[src/rtl/scg_map.svh]
// Register map, field positions and timing constants of the supervisor configuration block
`ifndef SCG_MAP_SVH
`define SCG_MAP_SVH
`define SCG_ADDR_PROT      8'h0d
`define SCG_ADDR_OSC       8'h0e
`define SCG_ADDR_PIN0      8'h10
`define SCG_PROT_RST       8'h00
`define SCG_OSC_RST        8'h00
`define SCG_PIN0_RST       8'h00
`define SCG_PROT_MASK      8'h7c
`define SCG_OSC_MASK       8'h72
`define SCG_PIN0_MASK      8'h1f
`define SCG_DLY_HI         6
`define SCG_DLY_LO         5
`define SCG_OCMASK_BIT     4
`define SCG_PGM_HI         3
`define SCG_PGM_LO         2
`define SCG_TRIM_HI        6
`define SCG_TRIM_LO        4
`define SCG_TOUT_BIT       1
`define SCG_FUNC_HI        4
`define SCG_FUNC_LO        1
`define SCG_OBUF_BIT       0
`define SCG_CLK_KHZ        40000
`define SCG_T1_NS          8000
`define SCG_T2_US          1000
`define SCG_T3_US          3000
`define SCG_TOUT_MS        50
`define SCG_STEP_KHZ       160
`define SCG_CNT1 ((`SCG_T1_NS * `SCG_CLK_KHZ + 999999) / 1000000)
`define SCG_CNT2 ((`SCG_T2_US * `SCG_CLK_KHZ + 999) / 1000)
`define SCG_CNT3 ((`SCG_T3_US * `SCG_CLK_KHZ + 999) / 1000)
`define SCG_CNTT (`SCG_TOUT_MS * `SCG_CLK_KHZ)
`define SCG_PGM_NONE       2'h0
`define SCG_PGM_LOW        2'h1
`define SCG_PGM_HIGH       2'h2
`endif

[src/rtl/scg_pkg.sv]
// Types shared by the supervisor configuration block
package scg_pkg;
	typedef enum logic [3:0] {
		SCG_FN_OFF    = 4'h0,
		SCG_FN_EN_IN  = 4'h1,
		SCG_FN_VS_IN  = 4'h4,
		SCG_FN_RLD_IN = 4'h7,
		SCG_FN_PG_OUT = 4'h8,
		SCG_FN_IRQ_OUT = 4'hc,
		SCG_FN_LOW    = 4'he,
		SCG_FN_HIGH   = 4'hf
	} scg_func_t;
	typedef enum {SCG_OC_IDLE, SCG_OC_COUNT, SCG_OC_LATCHED} scg_oc_state_t;
endpackage : scg_pkg

[src/rtl/scg_pin_if.sv]
// Configuration and live signals carried from the register bank to the pin mux
`timescale 1ns/10ps
interface scg_pin_if;
	logic [3:0] func;
	logic       obuf;
	logic       pg;
	logic       irq;
	modport bank (output func, output obuf, output pg, output irq);
	modport mux  (input func, input obuf, input pg, input irq);
endinterface : scg_pin_if

[src/rtl/scg_pin_mux.sv]
// Function and output-buffer select of general-purpose pin 0
`timescale 1ns/10ps
module scg_pin_mux (
	scg_pin_if.mux    cfg,
	input  wire logic pin_in,
	output logic      pin_out,
	output logic      pin_oe,
	output logic      enable_in,
	output logic      select_in,
	output logic      reload_in
);
	import scg_pkg::*;

	function automatic logic is_out(input logic [3:0] f);
		is_out = (f == SCG_FN_PG_OUT) || (f == SCG_FN_IRQ_OUT) ||
			(f == SCG_FN_LOW) || (f == SCG_FN_HIGH);
	endfunction : is_out

	logic lvl;

	always_comb begin
		case (cfg.func)
			SCG_FN_PG_OUT:  lvl = cfg.pg;
			SCG_FN_IRQ_OUT: lvl = ~cfg.irq;
			SCG_FN_LOW:     lvl = 1'b0;
			SCG_FN_HIGH:    lvl = 1'b1;
			default:        lvl = 1'b0;
		endcase
	end

	// Open drain only pulls low; push-pull drives both levels
	assign pin_out   = lvl;
	assign pin_oe    = is_out(cfg.func) && (cfg.obuf || !lvl);
	// Inputs sampled only in their own role, reserved codes sample nothing
	assign enable_in = (cfg.func == SCG_FN_EN_IN)  && pin_in;
	assign select_in = (cfg.func == SCG_FN_VS_IN)  && pin_in;
	assign reload_in = (cfg.func == SCG_FN_RLD_IN) && pin_in;
endmodule : scg_pin_mux

[src/rtl/scg_supervisor.sv]
// Supervisor configuration register bank with latch-off timer and pin 0 mux
`timescale 1ns/10ps
`include "scg_map.svh"
module scg_supervisor (
	input  wire logic        clk,
	input  wire logic        resetn,
	input  wire logic [7:0]  reg_addr,
	input  wire logic [7:0]  reg_wdata,
	input  wire logic        reg_wr,
	output logic      [7:0]  reg_rdata,
	input  wire logic        overcurrent_signal,
	input  wire logic        dynamic_voltage_ramp,
	input  wire logic        power_good_raw,
	input  wire logic        overcurrent_irq_mask,
	input  wire logic        irq_other,
	input  wire logic        sda_in,
	input  wire logic        converter_restart,
	output logic             converter_shutdown,
	output logic             interrupt_request_out,
	output logic             power_good_output,
	output logic signed [10:0] trim_offset_khz,
	output logic             bus_reset,
	input  wire logic        pin0_in,
	output logic             pin0_out,
	output logic             pin0_oe,
	output logic             converter_enable_input,
	output logic             voltage_select_input,
	output logic             reload_input
);
	import scg_pkg::*;

	localparam int CNT1 = `SCG_CNT1;
	localparam int CNT2 = `SCG_CNT2;
	localparam int CNT3 = `SCG_CNT3;
	localparam int CNTT = `SCG_CNTT;

	logic [7:0]    protection_config_ff;
	logic [7:0]    oscillator_bus_config_ff;
	logic [7:0]    pin0_function_select_ff;
	scg_oc_state_t oc_state_ff;
	scg_oc_state_t nxt_oc_state;
	logic [16:0]   oc_cnt_ff;
	logic [16:0]   nxt_oc_cnt;
	logic [16:0]   oc_limit;
	logic [21:0]   tout_cnt_ff;
	logic          irq_ff;
	logic          nxt_irq;
	logic          pg_ff;
	logic          bus_reset_ff;
	logic          oc_active;
	logic [1:0]    dly_sel;
	logic [1:0]    pgm_sel;
	logic [8:0]    held_cnt_ff;

	//***********************************************************
	// Register access
	//***********************************************************
	always_ff @(posedge clk or negedge resetn) begin
		if (!resetn) begin
			protection_config_ff     <= `SCG_PROT_RST;
			oscillator_bus_config_ff <= `SCG_OSC_RST;
			pin0_function_select_ff  <= `SCG_PIN0_RST;
		end else if (reg_wr) begin
			case (reg_addr)
				`SCG_ADDR_PROT: protection_config_ff     <= reg_wdata & `SCG_PROT_MASK;
				`SCG_ADDR_OSC:  oscillator_bus_config_ff <= reg_wdata & `SCG_OSC_MASK;
				`SCG_ADDR_PIN0: pin0_function_select_ff  <= reg_wdata & `SCG_PIN0_MASK;
				default: ;
			endcase
		end
	end

	always_ff @(posedge clk or negedge resetn) begin
		if (!resetn) begin
			reg_rdata <= 8'h00;
		end else begin
			case (reg_addr)
				`SCG_ADDR_PROT: reg_rdata <= protection_config_ff;
				`SCG_ADDR_OSC:  reg_rdata <= oscillator_bus_config_ff;
				`SCG_ADDR_PIN0: reg_rdata <= pin0_function_select_ff;
				default:        reg_rdata <= 8'h00;
			endcase
		end
	end

	assign dly_sel = protection_config_ff[`SCG_DLY_HI:`SCG_DLY_LO];
	assign pgm_sel = protection_config_ff[`SCG_PGM_HI:`SCG_PGM_LO];

	//***********************************************************
	// Over-current latch-off
	//***********************************************************
	// Ramp masking hides over-current from both timer and interrupt
	assign oc_active = overcurrent_signal &&
		!(protection_config_ff[`SCG_OCMASK_BIT] && dynamic_voltage_ramp);

	always_comb begin
		case (dly_sel)
			2'h1:    oc_limit = 17'(CNT1);
			2'h2:    oc_limit = 17'(CNT2);
			2'h3:    oc_limit = 17'(CNT3);
			default: oc_limit = 17'h00000;
		endcase
	end

	always_comb begin
		nxt_oc_state = oc_state_ff;
		nxt_oc_cnt   = oc_cnt_ff;
		nxt_irq      = irq_ff;
		case (oc_state_ff)
			SCG_OC_IDLE: begin
				nxt_oc_cnt = 17'h00000;
				if (oc_active && dly_sel != 2'h0) begin
					nxt_oc_state = SCG_OC_COUNT;
					nxt_oc_cnt   = 17'h00001;
				end
			end
			SCG_OC_COUNT: begin
				if (!oc_active || dly_sel == 2'h0) begin
					nxt_oc_state = SCG_OC_IDLE;
					nxt_oc_cnt   = 17'h00000;
				end else if (oc_cnt_ff >= oc_limit) begin
					nxt_oc_state = SCG_OC_LATCHED;
					nxt_irq      = 1'b1;
				end else begin
					nxt_oc_cnt = oc_cnt_ff + 17'h00001;
				end
			end
			SCG_OC_LATCHED: begin
				if (converter_restart) begin
					nxt_oc_state = SCG_OC_IDLE;
					nxt_oc_cnt   = 17'h00000;
					nxt_irq      = 1'b0;
				end
			end
			default: nxt_oc_state = SCG_OC_IDLE;
		endcase
	end

	always_ff @(posedge clk or negedge resetn) begin
		if (!resetn) begin
			oc_state_ff <= SCG_OC_IDLE;
			oc_cnt_ff   <= 17'h00000;
			irq_ff      <= 1'b0;
		end else begin
			oc_state_ff <= nxt_oc_state;
			oc_cnt_ff   <= nxt_oc_cnt;
			irq_ff      <= nxt_irq;
		end
	end

	assign converter_shutdown    = (oc_state_ff == SCG_OC_LATCHED);
	assign interrupt_request_out = (irq_ff && !overcurrent_irq_mask) || irq_other;

	//***********************************************************
	// Power-good ramp mask
	//***********************************************************
	always_ff @(posedge clk or negedge resetn) begin
		if (!resetn) begin
			pg_ff <= 1'b0;
		end else if (dynamic_voltage_ramp && pgm_sel == `SCG_PGM_LOW) begin
			pg_ff <= 1'b0;
		end else if (dynamic_voltage_ramp && pgm_sel == `SCG_PGM_HIGH) begin
			pg_ff <= 1'b1;
		end else begin
			pg_ff <= power_good_raw;
		end
	end
	assign power_good_output = pg_ff;

	//***********************************************************
	// Oscillator trim
	//***********************************************************
	always_ff @(posedge clk or negedge resetn) begin
		if (!resetn) begin
			trim_offset_khz <= 11'sh000;
		end else begin
			trim_offset_khz <= 11'($signed(oscillator_bus_config_ff[`SCG_TRIM_HI:`SCG_TRIM_LO]))
				* 11'(`SCG_STEP_KHZ);
		end
	end

	//***********************************************************
	// Serial bus data-low timeout
	//***********************************************************
	always_ff @(posedge clk or negedge resetn) begin
		if (!resetn) begin
			tout_cnt_ff  <= 22'h000000;
			bus_reset_ff <= 1'b0;
		end else if (!oscillator_bus_config_ff[`SCG_TOUT_BIT] || sda_in) begin
			tout_cnt_ff  <= 22'h000000;
			bus_reset_ff <= 1'b0;
		end else if (tout_cnt_ff > 22'(CNTT)) begin
			tout_cnt_ff  <= 22'h000000;
			bus_reset_ff <= 1'b1;
		end else begin
			tout_cnt_ff  <= tout_cnt_ff + 22'h000001;
			bus_reset_ff <= 1'b0;
		end
	end
	assign bus_reset = bus_reset_ff;

	//***********************************************************
	// Pin 0 mux
	//***********************************************************
	scg_pin_if pin_cfg ();
	assign pin_cfg.func = pin0_function_select_ff[`SCG_FUNC_HI:`SCG_FUNC_LO];
	assign pin_cfg.obuf = pin0_function_select_ff[`SCG_OBUF_BIT];
	assign pin_cfg.pg   = pg_ff;
	assign pin_cfg.irq  = interrupt_request_out;

	scg_pin_mux u_pin_mux (
		.cfg       (pin_cfg),
		.pin_in    (pin0_in),
		.pin_out   (pin0_out),
		.pin_oe    (pin0_oe),
		.enable_in (converter_enable_input),
		.select_in (voltage_select_input),
		.reload_in (reload_input)
	);

	//***********************************************************
	// Checks
	//***********************************************************
	// Independent run length of unmasked over-current at the shortest setting
	always_ff @(posedge clk or negedge resetn) begin
		if (!resetn) begin
			held_cnt_ff <= 9'h000;
		end else if (!oc_active || dly_sel != 2'h1 || converter_shutdown) begin
			held_cnt_ff <= 9'h000;
		end else if (held_cnt_ff != 9'(CNT1)) begin
			held_cnt_ff <= held_cnt_ff + 9'h001;
		end
	end
endmodule : scg_supervisor

[config.mk]
export PLATFORM = sky130hd
export DESIGN_NAME = scg_supervisor
export DESIGN_NICKNAME = d
export VERILOG_FILES = /design/src/rtl/scg_pkg.sv /design/src/rtl/scg_pin_if.sv /design/src/rtl/scg_pin_mux.sv /design/src/rtl/scg_supervisor.sv
export VERILOG_INCLUDE_DIRS = /design/src /design/src/rtl
export SDC_FILE = /design/constraint.sdc
export NUM_CORES = 1
export LEC_CHECK = 0
export BUFFER_PORTS_ARGS = -buffer_cell sky130_fd_sc_hd__buf_2
export CAP_MARGIN = 5
export CORE_AREA = 2 2 86 88
export CTS_BUF_LIST = sky130_fd_sc_hd__clkbuf_8
export DETAILED_ROUTE_END_ITERATION = 8
export DIE_AREA = 0 0 88 90
export PLACE_DENSITY = 0.93
export SYNTH_ARGS = -nofsm -noshare
export SYNTH_HDL_FRONTEND = slang
export SYNTH_SLANG_ARGS = --single-unit
[constraint.sdc]
create_clock -name clk -period 6.1 [get_ports clk]
set_input_delay 1.22 -clock clk [delete_from_list [all_inputs] [get_ports clk]]
set_output_delay 1.22 -clock clk [all_outputs]
set_load 0.01 [all_outputs]
==> results.ini, run 1 <==
[worst_setup_path]
worstPathRequired_ns=4.88
worstSetupStartpointType=input port
cp-end-kind=primary output
setup.worst_path.class=input port to primary output
arrival_ns=2.25
path_max_fanout=2

[logic_synthesis]
synth-seq-cells=71
synth.largest_area_cell=dfrtp_1
syn_area_per_cell_um2=9.80
synth.top_cell.area_share_pct=43.4
synthCells=418
ys_top_cells_by_count=71 x dfrtp_1, 45 x nand2_1, 35 x nor2_1
synth_area_mm2=0.00410
ys_types=65
async_reset_ff_share_pct=100
ys.flop_type=dfrtp_1
ys_warn_count=0
synth_edf_count=0
ys_top_cells_by_area=dfrtp_1 43%, ha_1 6.1%, nand2_1 4.1%
synth-seq-area-share_pct=43.4
yosysMostFrequentCell=dfrtp_1

[cts]
clock_path_buffers=2
clock_latency_ns=0.36
clk_pin_slew_ns=0.08
cts_resized=0
cts_tree=built
cts_buffers=9
cts_root_buf=clkbuf_8
cts_hold_buf=0
numClockSinks=71
cts_max_level=3
cts_setup_buffers=0

[sta]
worstMarginPinSlew_ns=0.898
fin_worst_skew_ns=0.00865
rsz0062_at_grt=no
max_freq_mhz=288
finalHoldViolations=0
setup_violations=0
slew-limit-headroom_pct=40.1
period_minus_slack_ns=3.47
fin_crit_sh_pct=56.8
fin_ws_ns=2.63
tns_ns=0
slew_violations=0

[cells_and_area]
drive_gt1_share_pct=20.1
antenna_cells=0
final_nets=511
areaGrowthSynthToFinish_pct=10.6

[floorplanning]
die_area_mm2=0.00792
pin_count=55
die_y_um=90
start_util_pct=58.3
rows=31
coreArea_mm2=0.00702
dieWidth_um=88

[route]
ant_nets=0
via_per_inst=6.05
finalWirelength_mm=9.43
drtPass1Iterations=4
drcViolationCount=0
first_iter_violations=296
vias=3429
avgRoutedWirePerCell_um=16.6

[place]
place.gp.congestion=0.923
dp_hpwl_mm=6.47
io_buffers=47
place_worst_setup_slack_ns=2.70

[grt]
grt_pass1_vias=3451
grt_overflow_total=0
antenna_found_initial=0
grt_pass1_wl_mm=16.0
grt_max_degree=72
grt_usage_pct=25.7

[power_and_ir_drop]
powerDensity_mw_per_mm2=225
ir_worst_vdd_mv=0.166
power.leakage_nw=2.11

[job]
maxCapViolCount=0

[status]
status=complete, no violations

[min_path]
hold_path_class=flip-flop to flip-flop

## final timing paths
path	startpoint	to	slack, ns	cells past startpoint
min in group asynchronous	resetn	tout_cnt_ff[5]	1.07	2
min reg2reg	tout_cnt_ff[20]	tout_cnt_ff[20]	0.50	2
max in group asynchronous	resetn	oc_cnt_ff[11]	4.45	2
max	overcurrent_irq_mask	pin0_out	2.63	8
min	tout_cnt_ff[20]	tout_cnt_ff[20]	0.50	2
max reg2reg	protection_config_ff[6]	oc_cnt_ff[10]	3.44	9
## cell usage in the layout (no fill, tap or decap), drive strengths merged, types with 2 or more instances in the layout
| cell | Yosys | layout |
|---|---|---|
| a21oi | 14 | 14 |
| a22o | 7 | 7 |
| a311o | 2 | 2 |
| a311oi | 2 | 2 |
| a31oi | 4 | 4 |
| and2 | 3 | 3 |
| and3 | 12 | 12 |
| and4 | 4 | 4 |
| buf | 16 | 48 |
| clkbuf | 4 | 9 |
| clkinv | 0 | 2 |
| clkinvlp | 0 | 2 |
| conb | 1 | 7 |
| dfrtp | 71 | 71 |
| ha | 20 | 20 |
| inv | 18 | 20 |
| mux2 | 14 | 14 |
| nand2 | 46 | 46 |
| nand2b | 4 | 4 |
| nand3 | 25 | 25 |
| nand3b | 4 | 4 |
| nand4 | 8 | 8 |
| nand4b | 2 | 2 |
| nor2 | 36 | 36 |
| nor2b | 4 | 4 |
| nor3 | 8 | 8 |
| nor3b | 2 | 2 |
| nor4 | 9 | 9 |
| nor4b | 5 | 5 |
| o211ai | 4 | 4 |
| o21ai | 17 | 17 |
| o31ai | 9 | 9 |
| or2 | 3 | 3 |
| or3 | 4 | 4 |
| or4 | 2 | 2 |
| xnor2 | 5 | 5 |
| xor2 | 14 | 14 |
## flip-flops by register name, summed over array words and instances, names as in the netlist
| name | flops |
|---|---|
| tout_cnt_ff | 22 |
| oc_cnt_ff | 17 |
| reg_rdata | 7 |
| trim_offset_khz | 6 |
| pin0_function_select_ff | 5 |
| protection_config_ff | 5 |
| oscillator_bus_config_ff | 4 |
| oc_state_ff | 2 |
| bus_reset | 1 |
| irq_ff | 1 |
| power_good_output | 1 |
## layer usage
layer | GRT usage (%) | wire length [um] | vias to the layer above
li1 | - | - | 1584
met1 | 31.5 | 3700 | 1667
met2 | 42.0 | 4870 | 152
met3 | 7.62 | 586 | 26
met4 | 10.4 | 274 | 0
met5 | 0 | 0 | -
## stage by stage
stage / cell area, um2 / power [W] / std cells / hold slack, ns / util, %
global route: 4530 / 0.00107 / 567 / 0.505 / 64.6
global placement: 4340 / 0.000644 / 551 / 0.422 / 61.8
finish: 4530 / 0.00102 / 567 / 0.499 / 64.6
floorplan: 4120 / 0.000610 / 424 / 0.394 / -
detailed placement: 4340 / 0.000653 / 551 / 0.451 / 61.8
CTS: 4530 / 0.00102 / 567 / 0.496 / 64.6
## kinds of logic after synthesis
group	after synthesis	share of synthesized area (%)
compound gates	68	11.7
xor+xnor	19	4.06
fa+ha+maj	21	6.60
buf+inv	38	5.16
flops	71	43.4
mux	15	4.09
other cells	1	0.0915
simple gates	185	25.0
## power breakdown
part / switching, W / total (W) / internal [W]
Clock: 0.000183 / 0.000369 / 0.000186
Combinational: 0.000104 / 0.000155 / 0.0000506
Sequential: 0.0000136 / 0.000496 / 0.000482
## cell type report
type	count	area, um2
inverters	18	67.6
multi-input cells	315	2130
clock buffers	9	124
flip-flops and latches	71	1780
clock inverters	7	66.3
repair buffers	48	243
fillers	506	2490
well taps	99	124
## critical path, cell delays in order
cell and delay (ns):
buf_2 0.07, inv_1 0.03, a21oi_1 0.21, mux2i_1 0.14, nor3_1 0.21, a31oi_1 0.09
nor2b_1 0.13, buf_2 0.14
Power figures use the tool's default switching activity.
==> run 2: changes to the inputs <==
--- a/config.mk
+++ b/config.mk
@@ -8,11 +8,11 @@
 export LEC_CHECK = 0
 export BUFFER_PORTS_ARGS = -buffer_cell sky130_fd_sc_hd__buf_2
 export CAP_MARGIN = 5
-export CORE_AREA = 2 2 86 88
+export CORE_AREA = 2 2 91 93
 export CTS_BUF_LIST = sky130_fd_sc_hd__clkbuf_8
 export DETAILED_ROUTE_END_ITERATION = 8
-export DIE_AREA = 0 0 88 90
-export PLACE_DENSITY = 0.93
+export DIE_AREA = 0 0 93 95
+export PLACE_DENSITY = 0.88
 export SYNTH_ARGS = -nofsm -noshare
 export SYNTH_HDL_FRONTEND = slang
 export SYNTH_SLANG_ARGS = --single-unit
==> constraint.sdc (replaced) <==
create_clock -name clk -period 2.9 [get_ports clk]
set_input_delay 0.58 -clock clk [delete_from_list [all_inputs] [get_ports clk]]
set_output_delay 0.58 -clock clk [all_outputs]
set_load 0.01 [all_outputs]
==> run 2 against run 1 <==
  * Design area up 1.9%
  * Hold slack got worse by 0.064 ns
  * Die area is 12% higher
  * Cell count rose by 1.1%
  * Sequential power up 110%
  * Flip-flop and latch count unchanged
  * Core utilization is 6.3 points lower
  * Total power is 140% higher
  * Critical endpoint is now oc_cnt_ff[5]
  * Largest cell class unchanged
==> results.ini, run 2 (synthesis gave the netlist of run 1 again) <==
[route]
finalWirelength_mm=8.91  ; -5.5%
ant_nets=0  ; unchanged
drcViolationCount=0  ; unchanged
avgRoutedWirePerCell_um=15.6  ; -6.5%
vias=3422  ; -0.20%
drtPass1Iterations=5  ; +1
first_iter_violations=236  ; -20%
via_per_inst=5.97  ; -1.2%

[grt]
grt_busiest_layer=met2
grt_pass1_wl_mm=14.8  ; -7.9%
antenna_found_initial=0  ; unchanged
gr-usage-met1_pct=25.0  ; -6.5 points
grt_overflow_total=0  ; unchanged
grtUsageMet3_pct=5.03  ; -2.6 points
grt_usage_pct=21.2  ; -4.5 points
grt_max_degree=72  ; unchanged
grt_pass1_vias=3221  ; -6.7%
grt_use_met2_pct=38.0  ; -4.0 points

[floorplanning]
die_area_mm2=0.00884  ; +12%
pin_count=55  ; unchanged
rows=33  ; +6.5%
dieWidth_um=93  ; +5.7%
die_y_um=95  ; +5.6%
coreArea_mm2=0.00793  ; +13%
start_util_pct=51.7  ; -6.7 points

[worst_setup_path]
worstSetupStartpointType=flip-flop
cp-end-kind=flip-flop
setup.worst_path.class=flip-flop to flip-flop
worstPathRequired_ns=3.13  ; -1.75 ns
path_max_fanout=22  ; +20
arrival_ns=2.82  ; +0.57 ns

[min_path]
hold_path_class=input port to asynchronous set/reset pin

[sta]
period_minus_slack_ns=2.60
fin_crit_sh_pct=89.5
finalHoldViolations=0  ; unchanged
tns_ns=0  ; unchanged
slew_violations=0  ; unchanged
rsz0062_at_grt=no
setup_violations=0  ; unchanged
worstMarginPinSlew_ns=0.889  ; -0.00969 ns
slew-limit-headroom_pct=40.8  ; +0.65 points
fin_worst_skew_ns=0.00644  ; -0.00222 ns
max_freq_mhz=385
fin_ws_ns=0.304  ; -2.33 ns

[cells_and_area]
regMostFlops=tout_cnt_ff
antenna_cells=0  ; unchanged
final_core_util_pct=58.3  ; -6.3 points
areaGrowthSynthToFinish_pct=12.8
final_nets=511  ; unchanged
largestRegisters=tout_cnt_ff: 22 flops, oc_cnt_ff: 17 flops, reg_rdata: 7 flops
largest_register_ffs=22  ; unchanged
layout_commonest_cell=dfrtp_1
layout_common_cells=71 x dfrtp_1, 47 x buf_2, 45 x nand2_1
drive_gt1_share_pct=20.3  ; +0.21 points
postLayoutCellArea_mm2=0.00462  ; +1.9%

[power_and_ir_drop]
ir_worst_vdd_mv=0.344  ; +110%
power.leakage_nw=2.15  ; +1.9%
powerDensity_mw_per_mm2=521  ; +130%

[cts]
cts_root_buf=clkbuf_8
clock_latency_ns=0.35  ; about the same
clk_pin_slew_ns=0.08  ; about the same
cts_max_level=3  ; unchanged
cts_resized=0  ; unchanged
cts_tree=built
cts_hold_buf=0  ; unchanged
numClockSinks=71  ; unchanged
clock_path_buffers=2  ; unchanged
cts_buffers=9  ; unchanged
cts_setup_buffers=0  ; unchanged

[place]
placed_area_mm2=0.00435  ; +0.17%
dp_hpwl_mm=6.16  ; -4.9%
place_worst_setup_slack_ns=0.334  ; -2.37 ns
place.gp.congestion=0.893  ; -3.2%
io_buffers=47  ; unchanged

[job]
maxCapViolCount=0  ; unchanged

[status]
status=complete, no violations

-- run 2: cell types whose count changed in the layout (fill, tap and decap cells not counted) --
cell	before	now
bufinv_16	1	4
clkbuf_8	9	10
clkinv_2	1	0
clkinvlp_4	2	0
inv_1	20	19
-- run 2: path summary, 6_finish.rpt --
path	startpoint	to	slack (ns)	cells after the start
worst max register to register	protection_config_ff[6]	oc_cnt_ff[5]	0.30	9
worst min-delay path	resetn	tout_cnt_ff[3]	0.43	2
worst min register to register	oscillator_bus_config_ff[4]	trim_offset_khz[5]	0.47	0
max in group asynchronous	resetn	reg_rdata[1]	1.89	2
min in group clk	reg_wdata[0]	pin0_function_select_ff[0]	0.46	2
worst max-delay path	protection_config_ff[6]	oc_cnt_ff[5]	0.30	9
-- run 2: metrics by stage --
stage | cells | hold slack, ns | power, W
2_1_floorplan | 424 | 0.284 | 0.00128
3_3_place_gp | 557 | 0.441 | 0.00136
3_5_place_dp | 557 | 0.445 | 0.00137
4_1_cts | 573 | 0.447 | 0.00242
5_1_grt | 573 | 0.458 | 0.00251
6_report | 573 | 0.434 | 0.00241
-- run 2: report_power, final --
group          switching, W  leakage [nW]  internal (W)
combinational      0.000211          1.04      0.000106
sequential        0.0000273         0.977       0.00102
clock              0.000370         0.138      0.000680
-- run 2: metal layers --
metal  routed length [um]  vias to the layer above
met5                    0                        -
met4                  183                        0
met3                  427                       23
met2                 4640                      123
met1                 3660                     1684
li1                     -                     1592
-- run 2: final cells by class --
type                       instances  area [um2]
inverter                          18        67.6
fill                             655        3310
clock inverter                     6         133
timing repair buffer              48         243
multi-input combinational        315        2130
sequential                        71        1780
tap                              105         131
clock buffer                      10         138
-- run 2: critical path, cell delays in order, from the launching register on --
cell	delay, ns
dfrtp_1	0.44
inv_1	0.15
nand2_1	0.07
ha_1	0.28
nor4b_1	0.15
a41o_1	0.27
o21ai_2	0.20
nand2_2	0.28
and3_2	0.30
or3_1	0.34
